$ cat src/verilog/pcm_pkg.sv
// Constants for the pulse counter and measurement block.
// Assumes a 100 MHz clock and AXI4-Lite register access.
package pcm_pkg;
    localparam int CLK_HZ = 100000000;
    // Register byte offsets
    localparam logic [7:0] REG_CTRL = 8'h00;
    localparam logic [7:0] REG_MAIN_SCALE = 8'h04;
    localparam logic [7:0] REG_MAIN_WRAP = 8'h08;
    localparam logic [7:0] REG_SEC_SCALE = 8'h0c;
    localparam logic [7:0] REG_SEC_WRAP = 8'h10;
    localparam logic [7:0] REG_MIN_LOW = 8'h14;
    localparam logic [7:0] REG_MIN_HIGH = 8'h18;
    localparam logic [7:0] REG_MAIN_CNT = 8'h1c;
    localparam logic [7:0] REG_SEC_CNT = 8'h20;
    localparam logic [7:0] REG_RESULT = 8'h24;
    localparam logic [7:0] REG_PASS = 8'h28;
    localparam logic [7:0] REG_TIME = 8'h2c;
    localparam logic [7:0] REG_SVC = 8'h30;
    localparam logic [7:0] REG_STATUS = 8'h34;
    // Control fields
    localparam int CTRL_MODE_LSB = 0;
    localparam int CTRL_RST_MAIN = 4;
    localparam int CTRL_RST_SEC = 5;
    // Service fields (write-only pulses)
    localparam int SVC_RESTORE = 0;
    localparam int SVC_TEST = 1;
    localparam int SVC_KEY = 2;
    // Modes
    localparam logic [3:0] MODE_CNT = 4'h0;
    localparam logic [3:0] MODE_FLO = 4'h1;
    localparam logic [3:0] MODE_FHI = 4'h2;
    localparam logic [3:0] MODE_SPD = 4'h3;
    localparam logic [3:0] MODE_PSH = 4'h4;
    localparam logic [3:0] MODE_PLG = 4'h5;
    localparam logic [3:0] MODE_WORK = 4'h6;
    localparam logic [3:0] MODE_ENC = 4'h7;
    localparam logic [3:0] MODE_TIME = 4'h8;
    // Defaults
    localparam logic [31:0] DEF_SCALE = 32'h00000001;
    localparam logic [31:0] DEF_WRAP = 32'h0001869f;
    localparam logic [31:0] DEF_MIN = 32'h00000000;
    localparam logic [31:0] PASS_MAX = 32'h0000ea60;
    localparam logic [31:0] HOUR_MAX = 32'h00000017;
    localparam logic [31:0] MIN_MAX = 32'h0000003b;
    // Minimum pulse times in microseconds
    localparam logic [31:0] MIN_CHK_US = 32'h000000fa;
    localparam logic [31:0] MIN_CHK2_US = 32'h00001388;
    // Window limits in units of 0.1 s
    localparam logic [31:0] WIN_MIN = 32'h00000005;
    localparam logic [31:0] WIN_MAX_F = 32'h000000c8;
    localparam logic [31:0] WIN_MAX_PS = 32'h0000006e;
    localparam logic [31:0] WIN_MAX_PL = 32'h00008ca0;
    localparam int TICK_US_NS = 1000;
    localparam int TICK_US_CYC = TICK_US_NS / 10;
    localparam int TENTH_S_US = 100000;
    localparam int TEST_STEP_MS = 100;
    localparam int TEST_STEP_CYC = TEST_STEP_MS * 100000;
endpackage

$ cat src/verilog/pcm_top.sv
// Pulse counter and measurement logic behind an AXI4-Lite slave.
// Assumes pulse pins are asynchronous and synchronised here.
// Behaviour
// Rising count clears past wrap limit
// Falling count through zero loads limit
// Direction input only in counter/encoder
// Second input counts only, own settings
// Encoder counts up at level 1
// Negative main constant reverses direction
// Negative constant makes worktime count down
// Source holds main input for worktime
// Minimum pulse check above threshold only
// Out-of-range limit gives longest window
// Window bounded per measuring mode
// Reset value from constant and limit signs
// Restore loads defaults, no keeps all
// Passcode up to 60000, zero disables
// Invalid time entry discarded
// Display test steps until key press
// Result updated once per window
//
// Implementation choices: register access over AXI4-Lite and the placing of the registers.
`timescale 1ns/1ps
module pcm_top
    import pcm_pkg::*;
#(
    parameter int TICK_TENTH_CYC = TENTH_S_US * TICK_US_CYC,
    parameter int TEST_CYC = TEST_STEP_CYC
) (
    input wire logic clk, // Clock
    input wire logic nrst, // Async reset, active low
    input wire logic main_pulse_input, // Main pulse pin
    input wire logic main_direction_input, // Direction pin
    input wire logic second_count_input, // Second counter pin
    input wire logic [31:0] s_axi_awaddr, // Write address
    input wire logic s_axi_awvalid, // Write address valid
    output logic s_axi_awready, // Write address ready
    input wire logic [31:0] s_axi_wdata, // Write data
    input wire logic [3:0] s_axi_wstrb, // Write strobes
    input wire logic s_axi_wvalid, // Write data valid
    output logic s_axi_wready, // Write data ready
    output logic [1:0] s_axi_bresp, // Write response
    output logic s_axi_bvalid, // Write response valid
    input wire logic s_axi_bready, // Write response ready
    input wire logic [31:0] s_axi_araddr, // Read address
    input wire logic s_axi_arvalid, // Read address valid
    output logic s_axi_arready, // Read address ready
    output logic [31:0] s_axi_rdata, // Read data
    output logic [1:0] s_axi_rresp, // Read response
    output logic s_axi_rvalid, // Read valid
    input wire logic s_axi_rready, // Read ready
    output logic [6:0] test_segment, // Display test segment one-hot
    output logic test_leds // Alarm and unit lamps during test
);
    logic [2:0] s1_ff, s2_ff;
    logic p_ff, d_ff, q_ff, p_d_ff, d_d_ff, q_d_ff;
    logic [3:0] mode_ff;
    logic [31:0] ms_ff, mw_ff, ss_ff, sw_ff, tl_ff, th_ff;
    logic [31:0] mc_ff, sc_ff, res_ff, pass_ff, pass_en_ff, time_ff;
    logic [31:0] acc_ff, win_ff, tick_ff, tus_ff, lo_ff, hi_ff;
    logic [31:0] pw_ff, test_cnt_ff, nxt_mc, nxt_sc;
    logic aw_ok_ff, w_ok_ff, bad_ff;
    logic [7:0] aw_ff;
    logic [31:0] wd_ff;
    logic test_ff, pulse_ok;
    logic [6:0] seg_ff;
    logic rst_main, rst_sec, win_end, main_rise, sec_rise, step_up;
    logic [31:0] win_lim, win_len;
    logic [31:0] us_cyc;

    // Signed step of a wrapping counter
    function automatic logic [31:0] wrap_step(input logic [31:0] c,
            input logic up, input logic [31:0] lim);
        logic [31:0] r;
        r = c;
        if (up) begin
            r = c + 32'h1;
            if ($signed(lim) > 0 && $signed(r) > $signed(lim)) begin
                r = 32'h0;
            end
        end else begin
            r = c - 32'h1;
            if ($signed(c) >= 0 && $signed(r) < 0) begin
                r = lim;
            end
        end
        return r;
    endfunction

    function automatic logic [31:0] reset_val(input logic [31:0] k,
            input logic [31:0] lim);
        logic [31:0] r;
        r = lim;
        if ($signed(k) > 0 && $signed(lim) >= 0) begin
            r = 32'h0;
        end else if ($signed(k) < 0 && $signed(lim) <= 0) begin
            r = 32'h0;
        end
        return r;
    endfunction

    // Two-flop synchronisers
    always_ff @(posedge clk or negedge nrst) begin
        if (!nrst) begin
            s1_ff <= 3'h0;
            s2_ff <= 3'h0;
        end else begin
            s1_ff <= {second_count_input, main_direction_input,
                main_pulse_input};
            s2_ff <= s1_ff;
        end
    end
    assign p_ff = s2_ff[0];
    assign d_ff = s2_ff[1];
    assign q_ff = s2_ff[2];

    always_ff @(posedge clk or negedge nrst) begin
        if (!nrst) begin
            p_d_ff <= 1'b0;
            d_d_ff <= 1'b0;
            q_d_ff <= 1'b0;
        end else begin
            p_d_ff <= p_ff;
            d_d_ff <= d_ff;
            q_d_ff <= q_ff;
        end
    end
    assign main_rise = p_ff && !p_d_ff;
    assign sec_rise = q_ff && !q_d_ff;

    // Microsecond tick and pulse width tracking
    assign us_cyc = 32'(TICK_US_CYC);
    always_ff @(posedge clk or negedge nrst) begin
        if (!nrst) begin
            tus_ff <= 32'h0;
            lo_ff <= 32'h0;
            hi_ff <= 32'h0;
            pw_ff <= 32'h0;
        end else begin
            tus_ff <= (tus_ff >= us_cyc - 32'h1) ? 32'h0 : tus_ff + 32'h1;
            if (p_ff != p_d_ff) begin
                pw_ff <= 32'h0;
                if (p_d_ff) begin
                    hi_ff <= pw_ff;
                end else begin
                    lo_ff <= pw_ff;
                end
            end else if (tus_ff == 32'h0 && pw_ff != 32'hffffffff) begin
                pw_ff <= pw_ff + 32'h1;
            end
        end
    end

    // check widths only when both minimums reach the threshold
    always_comb begin
        logic [31:0] thr;
        thr = (mode_ff == MODE_FLO || mode_ff == MODE_SPD) ?
            MIN_CHK2_US : MIN_CHK_US;
        pulse_ok = 1'b1;
        if (tl_ff >= thr && th_ff >= thr) begin
            pulse_ok = (lo_ff >= tl_ff) && (hi_ff >= th_ff);
        end
    end

    // main count direction
    always_comb begin
        logic up;
        up = 1'b1;
        if (mode_ff == MODE_ENC) begin
            up = d_ff;
        end
        if ($signed(ms_ff) < 0) begin
            up = !up;
        end
        step_up = up;
    end

    assign rst_main = aw_ok_ff && w_ok_ff && aw_ff == REG_CTRL &&
        wd_ff[CTRL_RST_MAIN];
    assign rst_sec = aw_ok_ff && w_ok_ff && aw_ff == REG_CTRL &&
        wd_ff[CTRL_RST_SEC];

    always_comb begin
        logic dir_rise;
        dir_rise = d_ff && !d_d_ff;
        nxt_mc = mc_ff;
        case (mode_ff)
            MODE_CNT: begin
                if (main_rise && pulse_ok) begin
                    nxt_mc = wrap_step(mc_ff, step_up, mw_ff);
                end
            end
            MODE_ENC: begin
                if (main_rise) begin
                    nxt_mc = wrap_step(mc_ff, step_up, mw_ff);
                end
            end
            MODE_WORK: begin
                if (p_ff && tick_ff == 32'h0) begin
                    nxt_mc = wrap_step(mc_ff, step_up, mw_ff);
                end
            end
            default: begin
                nxt_mc = mc_ff;
            end
        endcase
        if (mode_ff == MODE_CNT && dir_rise) begin
            nxt_mc = wrap_step(nxt_mc, !step_up, mw_ff);
        end
        if (rst_main) begin
            nxt_mc = reset_val(ms_ff, mw_ff);
        end
    end

    always_comb begin
        nxt_sc = sc_ff;
        if (sec_rise) begin
            nxt_sc = wrap_step(sc_ff, $signed(ss_ff) >= 0, sw_ff);
        end
        if (rst_sec) begin
            nxt_sc = reset_val(ss_ff, sw_ff);
        end
    end

    // window length in tenths of a second
    always_comb begin
        win_lim = WIN_MAX_F;
        if (mode_ff == MODE_PSH) begin
            win_lim = WIN_MAX_PS;
        end else if (mode_ff == MODE_PLG) begin
            win_lim = WIN_MAX_PL;
        end
        win_len = mw_ff;
        if ($signed(mw_ff) < $signed(WIN_MIN) ||
                $signed(mw_ff) > $signed(win_lim)) begin
            win_len = win_lim;
        end
    end

    always_ff @(posedge clk or negedge nrst) begin
        if (!nrst) begin
            tick_ff <= 32'h0;
        end else begin
            tick_ff <= (tick_ff >= 32'(TICK_TENTH_CYC) - 32'h1) ?
                32'h0 : tick_ff + 32'h1;
        end
    end
    assign win_end = tick_ff == 32'h0 && win_ff + 32'h1 >= win_len;

    always_ff @(posedge clk or negedge nrst) begin
        if (!nrst) begin
            mc_ff <= 32'h0;
            sc_ff <= 32'h0;
            acc_ff <= 32'h0;
            win_ff <= 32'h0;
            res_ff <= 32'h0;
        end else begin
            mc_ff <= nxt_mc;
            sc_ff <= nxt_sc;
            if (win_end) begin
                res_ff <= acc_ff;
                // A pulse on the window edge opens the next window
                acc_ff <= {31'h0, main_rise && pulse_ok};
                win_ff <= 32'h0;
            end else begin
                if (tick_ff == 32'h0) begin
                    win_ff <= win_ff + 32'h1;
                end
                if (main_rise && pulse_ok) begin
                    acc_ff <= acc_ff + 32'h1;
                end
            end
        end
    end

    // AXI4-Lite write side
    assign s_axi_awready = !aw_ok_ff && !s_axi_bvalid;
    assign s_axi_wready = !w_ok_ff && !s_axi_bvalid;
    assign s_axi_bresp = bad_ff ? 2'h2 : 2'h0;
    always_ff @(posedge clk or negedge nrst) begin
        if (!nrst) begin
            aw_ok_ff <= 1'b0;
            w_ok_ff <= 1'b0;
            aw_ff <= 8'h0;
            wd_ff <= 32'h0;
            s_axi_bvalid <= 1'b0;
            bad_ff <= 1'b0;
        end else begin
            if (s_axi_awvalid && s_axi_awready) begin
                aw_ok_ff <= 1'b1;
                aw_ff <= s_axi_awaddr[7:0];
            end
            if (s_axi_wvalid && s_axi_wready) begin
                w_ok_ff <= 1'b1;
                wd_ff <= s_axi_wdata;
            end
            if (aw_ok_ff && w_ok_ff) begin
                aw_ok_ff <= 1'b0;
                w_ok_ff <= 1'b0;
                s_axi_bvalid <= 1'b1;
                bad_ff <= aw_ff > REG_STATUS || aw_ff[1:0] != 2'h0;
            end else if (s_axi_bvalid && s_axi_bready) begin
                s_axi_bvalid <= 1'b0;
            end
        end
    end

    // Parameter registers
    always_ff @(posedge clk or negedge nrst) begin
        if (!nrst) begin
            mode_ff <= MODE_CNT;
            ms_ff <= DEF_SCALE;
            mw_ff <= DEF_WRAP;
            ss_ff <= DEF_SCALE;
            sw_ff <= DEF_WRAP;
            tl_ff <= DEF_MIN;
            th_ff <= DEF_MIN;
            pass_ff <= 32'h0;
            time_ff <= 32'h0;
        end else if (aw_ok_ff && w_ok_ff) begin
            case (aw_ff)
                REG_CTRL: mode_ff <= wd_ff[CTRL_MODE_LSB +: 4];
                REG_MAIN_SCALE: ms_ff <= wd_ff;
                REG_MAIN_WRAP: mw_ff <= wd_ff;
                REG_SEC_SCALE: ss_ff <= wd_ff;
                REG_SEC_WRAP: sw_ff <= wd_ff;
                REG_MIN_LOW: tl_ff <= wd_ff;
                REG_MIN_HIGH: th_ff <= wd_ff;
                REG_PASS: begin
                    if (wd_ff <= PASS_MAX) begin
                        pass_ff <= wd_ff;
                    end
                end
                REG_TIME: begin
                    if (wd_ff[15:8] <= HOUR_MAX[7:0] &&
                            wd_ff[7:0] <= MIN_MAX[7:0] &&
                            wd_ff[31:16] == 16'h0) begin
                        time_ff <= wd_ff;
                    end
                end
                REG_SVC: begin
                    if (wd_ff[SVC_RESTORE]) begin
                        mode_ff <= MODE_CNT;
                        ms_ff <= DEF_SCALE;
                        mw_ff <= DEF_WRAP;
                        ss_ff <= DEF_SCALE;
                        sw_ff <= DEF_WRAP;
                        tl_ff <= DEF_MIN;
                        th_ff <= DEF_MIN;
                        pass_ff <= 32'h0;
                    end
                end
                default: begin
                    mode_ff <= mode_ff;
                end
            endcase
        end
    end
    assign pass_en_ff = {31'h0, pass_ff != 32'h0};

    // display test walks segments until a key press
    always_ff @(posedge clk or negedge nrst) begin
        if (!nrst) begin
            test_ff <= 1'b0;
            seg_ff <= 7'h0;
            test_cnt_ff <= 32'h0;
        end else if (aw_ok_ff && w_ok_ff && aw_ff == REG_SVC &&
                wd_ff[SVC_KEY]) begin
            test_ff <= 1'b0;
            seg_ff <= 7'h0;
        end else if (aw_ok_ff && w_ok_ff && aw_ff == REG_SVC &&
                wd_ff[SVC_TEST]) begin
            test_ff <= 1'b1;
            seg_ff <= 7'h01;
            test_cnt_ff <= 32'h0;
        end else if (test_ff) begin
            if (test_cnt_ff >= 32'(TEST_CYC) - 32'h1) begin
                test_cnt_ff <= 32'h0;
                seg_ff <= {seg_ff[5:0], seg_ff[6]};
            end else begin
                test_cnt_ff <= test_cnt_ff + 32'h1;
            end
        end
    end
    assign test_segment = seg_ff;
    assign test_leds = test_ff;

    // AXI4-Lite read side
    assign s_axi_arready = !s_axi_rvalid;
    always_ff @(posedge clk or negedge nrst) begin
        if (!nrst) begin
            s_axi_rvalid <= 1'b0;
            s_axi_rdata <= 32'h0;
            s_axi_rresp <= 2'h0;
        end else if (s_axi_arvalid && s_axi_arready) begin
            s_axi_rvalid <= 1'b1;
            s_axi_rresp <= 2'h0;
            case (s_axi_araddr[7:0])
                REG_CTRL: s_axi_rdata <= {28'h0, mode_ff};
                REG_MAIN_SCALE: s_axi_rdata <= ms_ff;
                REG_MAIN_WRAP: s_axi_rdata <= mw_ff;
                REG_SEC_SCALE: s_axi_rdata <= ss_ff;
                REG_SEC_WRAP: s_axi_rdata <= sw_ff;
                REG_MIN_LOW: s_axi_rdata <= tl_ff;
                REG_MIN_HIGH: s_axi_rdata <= th_ff;
                REG_MAIN_CNT: s_axi_rdata <= mc_ff;
                REG_SEC_CNT: s_axi_rdata <= sc_ff;
                REG_RESULT: s_axi_rdata <= res_ff;
                REG_PASS: s_axi_rdata <= pass_ff;
                REG_TIME: s_axi_rdata <= time_ff;
                REG_SVC: s_axi_rdata <= 32'h0;
                REG_STATUS: s_axi_rdata <= {29'h0, pulse_ok, test_ff,
                    pass_en_ff[0]};
                default: begin
                    s_axi_rdata <= 32'h0;
                    s_axi_rresp <= 2'h2;
                end
            endcase
        end else if (s_axi_rvalid && s_axi_rready) begin
            s_axi_rvalid <= 1'b0;
        end
    end
endmodule

$ cat config.mk
export PLATFORM = sky130hd
export DESIGN_NAME = pcm_top
export DESIGN_NICKNAME = d
export VERILOG_FILES = /design/src/verilog/pcm_pkg.sv /design/src/verilog/pcm_top.sv
export SDC_FILE = /design/constraint.sdc
export NUM_CORES = 2
export LEC_CHECK = 0
export ABC_AREA = 1
export BUFFER_PORTS_ARGS = -buffer_cell sky130_fd_sc_hd__buf_2
export CORE_MARGIN = 3
export CORE_UTILIZATION = 55
export CTS_BUF_LIST = sky130_fd_sc_hd__clkbuf_2 sky130_fd_sc_hd__clkbuf_4 sky130_fd_sc_hd__clkbuf_8
export DETAILED_ROUTE_END_ITERATION = 6
export MAX_ROUTING_LAYER = met4
export PLACE_DENSITY = 0.81
export SYNTH_ARGS = -nofsm -noshare
export SYNTH_HDL_FRONTEND = slang
export SYNTH_SLANG_ARGS = --single-unit
export TNS_END_PERCENT = 1
$ cat constraint.sdc
create_clock -name clk -period 7.3 [get_ports clk]
set_input_delay 0.365 -clock clk [delete_from_list [all_inputs] [get_ports clk]]
set_output_delay 0.365 -clock clk [all_outputs]
set_load 0.05 [all_outputs]
==> run metrics <==
status finished clean; starting density of the core between 50% and 60%; commonest cells in the netlist nand2_1, inv_1, dfrtp_1; Worst EP required between 7 and 8 ns; pwr dens 455 mW/mm^2; initial drt markers between 5k and 6k; CTS tree yes; H-Tree Depth 3; max-slew violations 0; EDFF count, synth 0; Die Wd slightly below 300 um; Worst-path clk slew roughly 0.070 ns; post-route minimum period 6.89 ns; final setup skew 0.0423 ns; CTS Sinks 707; number of global-route vias before repair between 40k and 50k; die area ~0.085 sq mm; DRC viols 0; drt wl/cell between 20 and 25 um; Worst-Margin Slew between 1 and 1.5 ns; largest net degree at the start of global routing between 150 and 200; Distinct cells, synth between 70 and 80; gr usage total ~37%; first-pass GRT wire length roughly 240,000 um; Top-Level Pins roughly 160; Max VDD drop 0.341 mV; WHS just over 0.09 ns; Vias 44.1k; Area contributors post-synth dfrtp_1, nand2_1, inv_1; Max-slew headroom about 17%; slowest CP cell dfrtp_1; Post-Synthesis Cells between 5k and 6k; input/output buffers between 100 and 150; r2r setup slk about 0.41 ns; count leader, synth nand2_1; Yosys top cell by area dfrtp_1; Nets roughly 6.5k; Synth top area share roughly two fifths; Rows between 100 and 150; DRT antenna net count 0; initial antenna violation count 6; HPWL Detailed 116,000 um; final wirelength ~160,000 um; Final GP Congestion approximately 1.1; dominant synthesized flop cell dfrtp_1; FMAX 0.145 GHz; P&R area growth vs syn 11.9%; gr ovfl total 0; TritonCTS buffer count between 100 and 150; P_leak around 24 nW; register bit total from synthesis ~710; Max Cap Viol 0; core box area 0.0796 sq mm; Final Setup Violations 0; crit start category register; drt pass-1 iters 7; Root Driver clkbuf_8; Die Ht 291 um; Crit Path Class register to register; layout cells sized above 1 a little over a tenth; Final Hold Viols 0; Max clock buf depth 3; critical path arrival between 7 and 8 ns; asr flop ratio synth 100%; final period utilization 94.4%; crit-path most repeated cell nand2_1; crit-path max FO 16; Core Util, Final about 63%; clock latency on the worst-skew pair around 0.75 ns; Synth warnings 0; nature of the critical path endpoint register; Synth Cell Area roughly 0.045 sq mm; via density per instance about 6; CP max stage delay ~0.52 ns; sequential fraction of the synthesis area roughly two fifths; Worst Hold Class primary input to register; Avg Synthesized Cell Area around 7.5 sq um
==> critical path: cells and delay by family, from the launching register on <==
family / cells / cell delay [ns]
AO/OA/AOI/OAI: 8 / 1.15
flip-flops: 1 / 0.52
AND/OR/NAND/NOR: 27 / 3.18
adder cells (fa/ha/maj): 3 / 0.76
buffers and inverters: 8 / 0.88
XOR/XNOR: 2 / 0.26
==> power by group <==
group	switching, mW	internal (mW)	total (mW)
Sequential	0.938	4.75	5.68
Clock	1.72	2.20	3.93
Combinational	8.89	4.24	13.1
Total	11.6	11.2	22.7
==> per-layer routing <==
metal / GRT usage, % / vias to the layer above / part of all wire [%]
li1: - / 20160 / -
met1: 48.8 / 20640 / 39
met2: 53.5 / 2724 / 42
met3: 8.55 / 569 / 12
met4: 20.7 / 0 / 6.5
met5: - / - / 0
==> cell usage in the layout (no fill, tap or decap), types with 126 or more instances in the layout <==
cell type,n
dfrtp_1,680
nor2_1,606
inv_1,816
a21oi_1,291
nor3_1,126
clkbuf_8,145
xor2_1,182
ha_1,233
nand3_1,284
o21ai_0,466
nand2_1,1264
==> timing repair <==
action	4_1_cts	5_1_grt
setup endpoints to repair	0	32
gates resized for setup	0	27
endpoints found under the hold margin	144	0
setup buffers	0	9
hold buffers	46	0
==> final timing paths <==
| path | start | cells past startpoint | end |
|---|---|---|---|
| worst max-delay path | mc_ff[2]$_DFF_PN0_ | 48 | mc_ff[27]$_DFF_PN0_ |
| worst min-delay path | s_axi_araddr[4] | 4 | s_axi_rresp[1]$_DFFE_PN0P_ |
| worst max register to register | mc_ff[2]$_DFF_PN0_ | 48 | mc_ff[27]$_DFF_PN0_ |
| worst min register to register | s1_ff[2]$_DFF_PN0_ | 0 | s2_ff[2]$_DFF_PN0_ |
| max in group asynchronous | nrst | 3 | sc_ff[7]$_DFFE_PN0P_ |
| min in group asynchronous | nrst | 2 | tus_ff[25]$_DFF_PN0_ |
==> through the flow <==
stage	instance area [sq um]	total power, mW	instances	TNS, ns	setup slack [ns]
floorplan	44800	13.9	6033	0	1.48
global placement	46700	17.8	7081	0	0.400
finish	49900	22.7	7357	0	0.411
CTS	49800	22.1	7341	0	0.330
global route	49900	24.2	7357	-0.0482	-0.0216
detailed placement	46700	18.1	7081	0	0.379
==> cells by family (layout without fill, tap and decap cells) <==
| kind of cell | after synthesis | count (layout) | synth area share [%] |
|---|---|---|---|
| flops | 707 | 707 | 39.7 |
| fa+ha+maj | 235 | 235 | 6.59 |
| other cells | 2 | 58 | 0.0168 |
| simple gates | 2657 | 2657 | 26.0 |
| xor+xnor | 189 | 189 | 3.74 |
| mux | 6 | 6 | 0.151 |
| buf+inv | 1072 | 1339 | 9.38 |
| compound gates | 1116 | 1116 | 14.5 |
==> layout make-up <==
cell class              instances  area, sq um
fillers                      6949        29700
repair buffers                275         1980
inverters                     850         3200
clock inverters                39          414
well taps                    1050         1310
multi-input cells            4254        23100
flip-flops and latches        707        17700
diodes                          7         17.5
clock buffers                 175         2220
No activity file was read; power rests on OpenSTA's default activity.
